[config.mk]
export PLATFORM = sky130hd
export DESIGN_NAME = cod_channel_divider
export DESIGN_NICKNAME = d
export VERILOG_FILES = /design/src/design/cod_pkg.sv /design/src/design/cod_channel_divider.sv
export SDC_FILE = /design/constraint.sdc
export NUM_CORES = 1
export LEC_CHECK = 0
export BUFFER_PORTS_ARGS = -buffer_cell sky130_fd_sc_hd__buf_4
export CELL_PAD_IN_SITES_DETAIL_PLACEMENT = 2
export CELL_PAD_IN_SITES_GLOBAL_PLACEMENT = 2
export CORE_ASPECT_RATIO = 0.9
export CORE_UTILIZATION = 39
export CTS_CLUSTER_DIAMETER = 40
export DETAILED_ROUTE_END_ITERATION = 7
export HOLD_SLACK_MARGIN = 0.1
export PLACE_DENSITY = 0.86
export SKIP_LAST_GASP = 1
export SLEW_MARGIN = 10
export SYNTH_ARGS = -nofsm -noshare
export SYNTH_HDL_FRONTEND = slang
export SYNTH_SLANG_ARGS = --single-unit
export TNS_END_PERCENT = 5
[constraint.sdc]
create_clock -name core_clk_i -period 4.2 [get_ports core_clk_i]
set_clock_uncertainty 0.2 [all_clocks]
set_input_delay 0.42 -clock core_clk_i [delete_from_list [all_inputs] [get_ports core_clk_i]]
set_output_delay 0.42 -clock core_clk_i [all_outputs]
set_load 0.02 [all_outputs]
[src/design/cod_pkg.sv]
package cod_pkg;

  localparam int COD_NCH = 3;
  localparam int COD_AW = 10;

  // register offsets, per channel: counts, divider control, output control
  localparam logic [9:0] COD_CH1_COUNTS = 10'h193;
  localparam logic [9:0] COD_CH1_DCTL = 10'h194;
  localparam logic [9:0] COD_CH1_OCTL = 10'h195;
  localparam logic [9:0] COD_CH2_COUNTS = 10'h196;
  localparam logic [9:0] COD_CH2_DCTL = 10'h197;
  localparam logic [9:0] COD_CH2_OCTL = 10'h198;
  localparam logic [9:0] COD_CH3_COUNTS = 10'h199;
  localparam logic [9:0] COD_CH3_DCTL = 10'h19A;
  localparam logic [9:0] COD_CH3_OCTL = 10'h19B;

  // count register fields
  localparam int COD_LOW_HI = 7;
  localparam int COD_LOW_LO = 4;
  localparam int COD_HIGH_HI = 3;
  localparam int COD_HIGH_LO = 0;

  // divider control fields
  localparam int COD_BYPASS_BIT = 7;
  localparam int COD_IGNSYNC_BIT = 6;
  localparam int COD_FORCE_BIT = 5;
  localparam int COD_START_BIT = 4;
  localparam int COD_PHASE_HI = 3;
  localparam int COD_PHASE_LO = 0;

  // output control fields
  localparam int COD_PD_BIT = 2;
  localparam int COD_DIRECT_BIT = 1;
  localparam int COD_DCCDIS_BIT = 0;
  localparam int COD_OCTL_W = 3;

  // input-select codes for direct routing
  localparam logic [1:0] COD_SRC_OSC = 2'h2;
  localparam logic [1:0] COD_SRC_EXT = 2'h0;

  // reset values
  localparam logic [7:0] COD_CNT_RST_CH1 = 8'h33;
  localparam logic [7:0] COD_CNT_RST_CH2 = 8'h11;
  localparam logic [7:0] COD_CNT_RST_CH3 = 8'h00;
  localparam logic [7:0] COD_DCTL_RST = 8'h00;
  localparam logic [2:0] COD_OCTL_RST = 3'h0;

  typedef enum logic [1:0] {
    COD_REG_NONE,
    COD_REG_COUNTS,
    COD_REG_DCTL,
    COD_REG_OCTL
  } cod_reg_kind_t;

  typedef struct packed {
    cod_reg_kind_t kind;
    logic [1:0] ch;
  } cod_sel_t;

  typedef struct packed {
    logic [9:0] addr;
    logic [7:0] wdata;
    logic we;
  } cod_reg_req_t;

  typedef struct packed {
    logic c;
    logic b;
    logic a;
  } cod_group_t;

  typedef struct packed {
    logic [2:0][7:0] counts;
    logic [2:0][7:0] dctl;
    logic [2:0][2:0] octl;
    logic [2:0][3:0] cnt;
    logic [2:0][3:0] phase;
    logic [2:0] lvl;
    logic in_phase;
    logic sync_meta;
    logic sync_s;
    logic sync_prev;
    logic osc_meta;
    logic osc_s;
    logic ext_meta;
    logic ext_s;
    logic [7:0] rdata;
    logic [2:0][2:0] out;
  } cod_state_t;

endpackage : cod_pkg

[src/design/cod_channel_divider.sv]
`timescale 1ns/10ps
module cod_channel_divider
  import cod_pkg::*;
(
  input wire logic core_clk_i,
  input wire logic sys_rst_i,
  input wire cod_reg_req_t reg_req_i,
  output logic [7:0] reg_rdata_o,
  input wire logic sync_i,
  input wire logic osc_clk_i,
  input wire logic ext_clk_i,
  input wire logic [1:0] src_sel_i,
  output cod_group_t group1_output_o,
  output cod_group_t group2_output_o,
  output cod_group_t group3_output_o,
  output logic [2:0] group_pd_o,
  output logic [2:0] duty_cycle_correction_o
);

  cod_state_t q;
  cod_state_t d;

  // address to register kind and channel
  function automatic cod_sel_t cod_decode(input logic [9:0] addr);
    cod_sel_t s;
    s.kind = COD_REG_NONE;
    s.ch = 2'h0;
    if (addr == COD_CH1_COUNTS)
    begin
      s.kind = COD_REG_COUNTS;
      s.ch = 2'h0;
    end
    else if (addr == COD_CH1_DCTL)
    begin
      s.kind = COD_REG_DCTL;
      s.ch = 2'h0;
    end
    else if (addr == COD_CH1_OCTL)
    begin
      s.kind = COD_REG_OCTL;
      s.ch = 2'h0;
    end
    else if (addr == COD_CH2_COUNTS)
    begin
      s.kind = COD_REG_COUNTS;
      s.ch = 2'h1;
    end
    else if (addr == COD_CH2_DCTL)
    begin
      s.kind = COD_REG_DCTL;
      s.ch = 2'h1;
    end
    else if (addr == COD_CH2_OCTL)
    begin
      s.kind = COD_REG_OCTL;
      s.ch = 2'h1;
    end
    else if (addr == COD_CH3_COUNTS)
    begin
      s.kind = COD_REG_COUNTS;
      s.ch = 2'h2;
    end
    else if (addr == COD_CH3_DCTL)
    begin
      s.kind = COD_REG_DCTL;
      s.ch = 2'h2;
    end
    else if (addr == COD_CH3_OCTL)
    begin
      s.kind = COD_REG_OCTL;
      s.ch = 2'h2;
    end
    return s;
  endfunction : cod_decode

  always_comb
  begin
    cod_sel_t wsel;
    cod_sel_t rsel;
    logic sync_rise;
    logic [3:0] lo_cnt;
    logic [3:0] hi_cnt;
    logic byp;
    logic ign;
    logic frc;
    logic start;
    logic pd;
    logic direct;
    logic div_val;
    logic val;
    wsel = cod_decode(reg_req_i.addr);
    rsel = cod_decode(reg_req_i.addr);
    sync_rise = 1'b0;
    lo_cnt = 4'h0;
    hi_cnt = 4'h0;
    byp = 1'b0;
    ign = 1'b0;
    frc = 1'b0;
    start = 1'b0;
    pd = 1'b0;
    direct = 1'b0;
    div_val = 1'b0;
    val = 1'b0;
    d = q;

    // pin synchronisers
    d.sync_meta = sync_i;
    d.sync_s = q.sync_meta;
    d.sync_prev = q.sync_s;
    d.osc_meta = osc_clk_i;
    d.osc_s = q.osc_meta;
    d.ext_meta = ext_clk_i;
    d.ext_s = q.ext_meta;
    sync_rise = q.sync_s & ~q.sync_prev;

    // input clock as seen by a bypassed divider
    d.in_phase = ~q.in_phase;

    for (int i = 0; i < COD_NCH; i++)
    begin
      lo_cnt = q.counts[i][COD_LOW_HI:COD_LOW_LO];
      hi_cnt = q.counts[i][COD_HIGH_HI:COD_HIGH_LO];
      byp = q.dctl[i][COD_BYPASS_BIT];
      ign = q.dctl[i][COD_IGNSYNC_BIT];
      frc = q.dctl[i][COD_FORCE_BIT];
      start = q.dctl[i][COD_START_BIT];
      pd = q.octl[i][COD_PD_BIT];
      direct = q.octl[i][COD_DIRECT_BIT];

      // divider counters
      if (pd || byp)
      begin
        d.cnt[i] = 4'h0;
        d.phase[i] = 4'h0;
        d.lvl[i] = start;
      end
      else if (sync_rise && !ign)
      begin
        d.lvl[i] = start;
        d.cnt[i] = 4'h0;
        d.phase[i] = q.dctl[i][COD_PHASE_HI:COD_PHASE_LO];
      end
      else if (q.phase[i] != 4'h0)
      begin
        d.phase[i] = q.phase[i] - 4'h1;
      end
      else if (q.lvl[i])
      begin
        if (q.cnt[i] == hi_cnt)
        begin
          d.lvl[i] = 1'b0;
          d.cnt[i] = 4'h0;
        end
        else
        begin
          d.cnt[i] = q.cnt[i] + 4'h1;
        end
      end
      else
      begin
        if (q.cnt[i] == lo_cnt)
        begin
          d.lvl[i] = 1'b1;
          d.cnt[i] = 4'h0;
        end
        else
        begin
          d.cnt[i] = q.cnt[i] + 4'h1;
        end
      end

      // divider output level
      if (byp)
      begin
        div_val = q.in_phase;
      end
      else if (ign && frc)
      begin
        div_val = start;
      end
      else
      begin
        div_val = q.lvl[i];
      end

      // output routing
      if (direct && src_sel_i == COD_SRC_OSC)
      begin
        val = q.osc_s;
      end
      else if (direct && src_sel_i == COD_SRC_EXT)
      begin
        val = q.ext_s;
      end
      else
      begin
        val = div_val;
      end
      d.out[i] = pd ? 3'h0 : {3{val}};
    end

    // register writes
    if (reg_req_i.we)
    begin
      case (wsel.kind)
        COD_REG_COUNTS: d.counts[wsel.ch] = reg_req_i.wdata;
        COD_REG_DCTL: d.dctl[wsel.ch] = reg_req_i.wdata;
        COD_REG_OCTL: d.octl[wsel.ch] = reg_req_i.wdata[COD_OCTL_W-1:0];
        default: d.octl = q.octl;
      endcase
    end

    // read-back, unused bits and unmapped addresses read zero
    case (rsel.kind)
      COD_REG_COUNTS: d.rdata = q.counts[rsel.ch];
      COD_REG_DCTL: d.rdata = q.dctl[rsel.ch];
      COD_REG_OCTL: d.rdata = {5'h00, q.octl[rsel.ch]};
      default: d.rdata = 8'h00;
    endcase
  end

  always_ff @(posedge core_clk_i)
  begin
    if (sys_rst_i)
    begin
      q <= '0;
      q.counts <= {COD_CNT_RST_CH3, COD_CNT_RST_CH2, COD_CNT_RST_CH1};
      q.dctl <= {COD_DCTL_RST, COD_DCTL_RST, COD_DCTL_RST};
      q.octl <= {COD_OCTL_RST, COD_OCTL_RST, COD_OCTL_RST};
    end
    else
    begin
      q <= d;
    end
  end

  assign reg_rdata_o = q.rdata;
  assign group1_output_o = q.out[0];
  assign group2_output_o = q.out[1];
  assign group3_output_o = q.out[2];
  always_comb
  begin
    for (int i = 0; i < COD_NCH; i++)
    begin
      group_pd_o[i] = q.octl[i][COD_PD_BIT];
      duty_cycle_correction_o[i] = ~q.octl[i][COD_DCCDIS_BIT];
    end
  end

endmodule : cod_channel_divider

======== Yosys cells after proc, flatten, opt, wreduce, memory -nomap -nowiden ========
Cells that the tools add are included.
word-level totals
  memory bits (writable) .................. 0
  bits in registers ....................... 103
  memory bits (read-only) ................. 0
  word-level logic and storage cells ...... 172
  memories ................................ 0
  input bits .............................. 26
  latch bits .............................. 0
cells by class
  div/mod/pow operators ................... 0
  order comparisons ....................... 2
  bitwise operators ....................... 6
  muxes and demuxes ....................... 68
  equal/unequal tests ..................... 22
  reductions and logical operators ........ 38
  $add $sub $neg .......................... 6
  shift operators ......................... 0
  multipliers ............................. 0
operator list
  cell                 number
  $mux 4               24
  $eq 10x9->1 const B  9
  $bwmux 24            2
  $bmux 8 s2           2
  $mux 1               30
  $eq 4x4->1           6
  $mux 8               3
  $pmux 8 s3           1
  $demux 8 s2          1
  $logic_and 1x1->1    13
  $add 4x1->4 const B  3
  $reduce_bool 4->1    3
  $reduce_or 2->1      6
  $sub 4x1->4 const B  3
  $bwmux 9             1
  $ne 3x3->1 const B   3
  $reduce_or 3->1      3
  $bmux 3 s2           1
  $demux 3 s2          1
  $eq 2x2->1 const B   3
  $mux 3               2
  $reduce_and 2->1     3
  $reduce_bool 2->1    3
  $not 1->1            5
  other kinds (7)      11

======== Depth between registers and ports, before layout ========
  word-level depth ........................ 15
  gate-level depth with buffers ........... 8

======== Worst setup path after synthesis ========
Ideal clock, no wire load.
  path type ............................... input -> register
  start ................................... in reg_req_i[14] (netlist name)
  end ..................................... reg q[85] (netlist name)
  slack ................................... 1840 ps
  arrival ................................. 2041 ps
  stages .................................. 8
  library setup time ...................... 119 ps
  cell sequence ........................... nand4bb_1 -> buf_2 -> or3_1 -> buf_6 -> or4_1 -> buf_2 -> mux2i_1 -> nand2_1
between the ends
  cells in the longest elaborated chain, start to end .. 15
  elaborated cells on any way between the ends .. 26
ends and longest elaborated chain
  item                                                                   RTL line                    source
  start: declaration                                                     cod_channel_divider.sv:7    input wire cod_reg_req_t reg_req_i,
  $eq 10x9->1                                                            cod_channel_divider.sv:68   else if (addr == COD_CH3_OCTL)
  $mux 4                                                                 cod_channel_divider.sv:68
  $mux 4                                                                 cod_channel_divider.sv:63   else if (addr == COD_CH3_DCTL)
  $mux 4                                                                 cod_channel_divider.sv:58   else if (addr == COD_CH3_COUNTS)
  $mux 4                                                                 cod_channel_divider.sv:53   else if (addr == COD_CH2_OCTL)
  $mux 4                                                                 cod_channel_divider.sv:48   else if (addr == COD_CH2_DCTL)
  $mux 4                                                                 cod_channel_divider.sv:43   else if (addr == COD_CH2_COUNTS)
  $mux 4                                                                 cod_channel_divider.sv:38   else if (addr == COD_CH1_OCTL)
  $mux 4                                                                 cod_channel_divider.sv:33   else if (addr == COD_CH1_DCTL)
  $mux 4 (*)                                                             cod_channel_divider.sv:28   if (addr == COD_CH1_COUNTS)
  $lt 2x3->1 (not written as such) / $ge 2x1->1 (equally long branches)  cod_channel_divider.sv:206  COD_REG_COUNTS: d.counts[wsel.ch] = reg_req_i.wdata;
  $logic_and 1x1->1 (not written as such)                                cod_channel_divider.sv:206
  $mux 8 (not written as such)                                           cod_channel_divider.sv:206
  $demux 8 s2                                                            cod_channel_divider.sv:206
  $bwmux 24                                                              cod_channel_divider.sv:206
  end: declaration                                                       cod_channel_divider.sv:20   cod_state_t q;
Mark *: on every way between the ends. The rest lies on a longest branch, timed or not.
A chain may end at the register's enable or synchronous reset.

======== Worst setup path in the final report ========
  start ................................... in reg_req_i[10] (netlist name)
  end ..................................... reg q[56] (netlist name)
between the ends
  cells in the longest elaborated chain, start to end .. 15
  elaborated cells on any way between the ends .. 26
ends and longest elaborated chain
  item                                                                   RTL line                    source
  $eq 10x9->1                                                            cod_channel_divider.sv:68
  $mux 4                                                                 cod_channel_divider.sv:68
  $mux 4                                                                 cod_channel_divider.sv:63
  $mux 4                                                                 cod_channel_divider.sv:58
  $mux 4                                                                 cod_channel_divider.sv:53
  $mux 4                                                                 cod_channel_divider.sv:48
  $mux 4                                                                 cod_channel_divider.sv:43
  $mux 4                                                                 cod_channel_divider.sv:38
  $mux 4                                                                 cod_channel_divider.sv:33
  $mux 4 (*)                                                             cod_channel_divider.sv:28
  $lt 2x3->1 (not written as such) / $ge 2x1->1 (equally long branches)  cod_channel_divider.sv:208  COD_REG_OCTL: d.octl[wsel.ch] = reg_req_i.wdata[COD_OCTL_W-1:0];
  $logic_and 1x1->1 (not written as such)                                cod_channel_divider.sv:208
  $mux 3 (not written as such)                                           cod_channel_divider.sv:208
  $demux 3 s2                                                            cod_channel_divider.sv:208
  $bwmux 9                                                               cod_channel_divider.sv:208
Marks and branches as above.

==> results.md <==
* Mapped Nets at 603
* Achievable Freq at 0.3715 GHz
* Main combinational cell family by area after synthesis: simple AND/OR/NAND/NOR gates
* Post-synthesis mux area share at 0.1092
* Total track usage at 0.2661
* Core Region at 12640 µm²
* Final setup vio count at 0
* Root buffer cell: clkbuf_16
* Initial DRC Count at 252
* Unrepaired setup endpoints after global routing: false
* Setup Total Neg Slack at 0 ps
* Routed Antenna Nets at 0
* H-tree levels at 3
* Syn Std Cell Area at 5040 µm²
* Sequential area share after synthesis at 0.4091
* Synth Instances at 568
* Initial antenna violation count at 1
* Crit path time final at 2692 ps
* Final total power at 0.002675 W
* Global-route wire length before repair at 26250 µm
* Max stage delay on crit path at 570 ps
* Main synth FF type: dfxtp_1
* Syn_area_per_cell at 8.873 µm²
* Compound-Gate Fraction of Synth Area at 0.1356
* Ys async rst share at 0
* Die H at 109.8 µm
* Vias in the first global route at 4656
* Number of remaining DRC errors at 0
* Cell Count, Final, Fillers Out at 755
* Leading area contributor after synthesis: dfxtp_1
* Final #Nets at 622
* DR vias/cell at 5.691
* Initial core utilization at 0.3988
* Clk sinks at 103
* Number of buffers added on ports at 48
* Crit-path slowest cell: or4b_1
* Post-synth EDFFs at 0
* Worst Tran Pin Value at 1022 ps
* Vias after detailed routing at 4297
* Clock buffer depth at 2
* Cell Chain, Critical Path: buf_4 -> or4b_1 -> a211oi_2 -> buf_4 -> nor3b_2 -> mux2i_1 -> nor2_1
* Run status: complete, no violations
* Seq cells post-synth at 103
* Clock-pin slew on the worst setup and hold paths at 70 ps
* Wirelength per Cell at 22.14 µm
* Most common cell after layout, fill and taps aside: dfxtp_1
* Hold Path Class: in2reg
* Delay-heaviest family, CP: simple AND/OR/NAND/NOR gates
* Max cap viols at 0
* Buffers and inverters on the worst path at 2
* Slew Viols, Final at 0
* Synth cell types at 52
* Peak VDD IR at 0.3003 mV
* Worst-path fanout max at 14
* Total CTS buffers at 9
* Endpoint type of the worst setup path: flip-flop
* Post-CTS Repair Setup Buffers at 0
* Cell Rows at 39
* Share of the synthesized area in the top cell type at 0.4091
* Area grow syn2layout at 12.61%
* Max-slew headroom at 0.3174
* TritonRoute pass-1 iters at 5
* CTS tree: built
* Adder-Cell Fraction of Synth Area at 0.02234
* Worst Setup Path Type: in2reg
* Full die area at 13380 µm²
* Post-Place Cells at 737
* Final Hold Viols at 0
* Required time worst endpoint at 4210 ps
* Fin crit share at 0.6409
* Skew-Pair Late Insertion Delay at 360 ps
* Cell mode on critical path: buf_4
* Post-Synth Simple-Gate Area at 0.1927
* Synth warn at 0
* Largest net degree at the start of global routing at 68
* Core Util, Final at 0.4491
* Most frequent cells in the layout: 103 x dfxtp_1, 83 x nor2_1, 55 x mux2i_1, 52 x buf_4, 38 x nand2_1
* Top cells by area, synth: dfxtp_1 41%, mux2i_1 11%, nor2_1 6.2%
* CP Launch Type: input pin
* Detailed Place HPWL at 12220 µm
* CTS resizes at 0
* Post-Synth XOR/XNOR Area at 0.06430
* I/O pins at 49
* Die width at 121.8 µm
* GRT Residual Overflow at 0
* CP arrival at 2700 ps
* Share of cells above drive strength 1 at 0.1320
* ANT cells at 0
* Overall routed net length at 16710 µm
* Pwr/cell area at 471.3 nW/µm²
* Global placer's final weighted congestion at 0.8082
* Pleak at 2.238 nW
-- path summary, 6_finish.rpt --
check                startpoint  endpoint  slack [ps]  depth (start not counted)
setup reg to reg          q[28]     q[25]        1840                          5
setup / recovery  reg_req_i[10]     q[56]        1510                          7
hold / removal     reg_req_i[6]     q[90]         180                          3
hold reg to reg           d[17]     q[17]         240                          1
-- routing by layer --
metal	wire (µm)	track usage	vias up	part of all wire
li1	-	-	1995	-
met1	7193	0.3150	2188	0.43
met2	8622	0.4766	89	0.52
met3	637	0.05550	23	0.038
met4	246	0.08818	2	0.015
met5	13	0	-	0.00078
-- synthesized netlist by cell type (3+ instances only) --
cell,number
clkbuf_1,17
nor4_1,3
nor3b_1,3
or3_1,4
a21oi_1,33
dfxtp_1,103
buf_4,20
a211o_1,4
nand4_1,3
mux2i_1,55
inv_1,17
a22oi_1,6
xor2_1,26
o21ai_0,24
a222oi_1,6
ha_1,9
buf_2,8
nand2_1,38
nor2b_1,9
a22o_1,11
nor3_1,20
nand2b_1,9
o22ai_1,5
nand3_1,5
nor2_1,83
xnor2_1,11
-- per-stage QoR --
stage	cell area [µm²]	hold slack, ps	setup slack, ps
after floorplan	5040	210.2	1840
after global placement	5371	217.4	1266
after detailed placement	5371	230.5	1150
after CTS	5675	171.2	1545
after global routing	5675	181.9	1401
final	5675	181.7	1508
-- area by class of cell --
class                      instances  area, µm²
clock buffer                      11      242.7
fill                            1387       6963
tap                              164      205.2
multi-input combinational        400       2646
timing repair buffer              55      420.4
clock inverter                     4      31.28
inverter                          18      67.56
sequential                       103       2062
-- worst reg2reg max path, cell delays in order, from the launching register on --
cell and delay [ps]:
dfxtp_1 320, inv_1 110, ha_1 210, nor3b_1 840, a21boi_0 260, o221a_2 300
-- where the power goes --
part	internal, W	total, W	switching [W]
clock network	0.000419	0.000809	0.000390
logic	0.000314	0.000727	0.000413
registers	0.00106	0.00114	0.0000844
total	0.00179	0.00268	0.000887
-- logic make-up after synthesis --
kind of cell / Yosys count
DFF: 103
adders and majority gates: 9
muxes: 55
buffers and inverters: 65
and+or+nand+nor: 194
AOI/OAI and AO/OA: 105
xor gates and xnor gates: 37
-- sequential cells by signal, indices dropped and copies added (netlist names) --
register,cells
d,4
group1_output_o,1
group2_output_o,1
group3_output_o,1
group_pd_o,3
q,85
reg_rdata_o,8
-- repair_timing --
item | in CTS | in global routing
hold buffers | 3 | 0
endpoints found under the hold margin | 3 | 0
setup endpoints to repair | 0 | 0
Power figures use the tool's default switching activity.
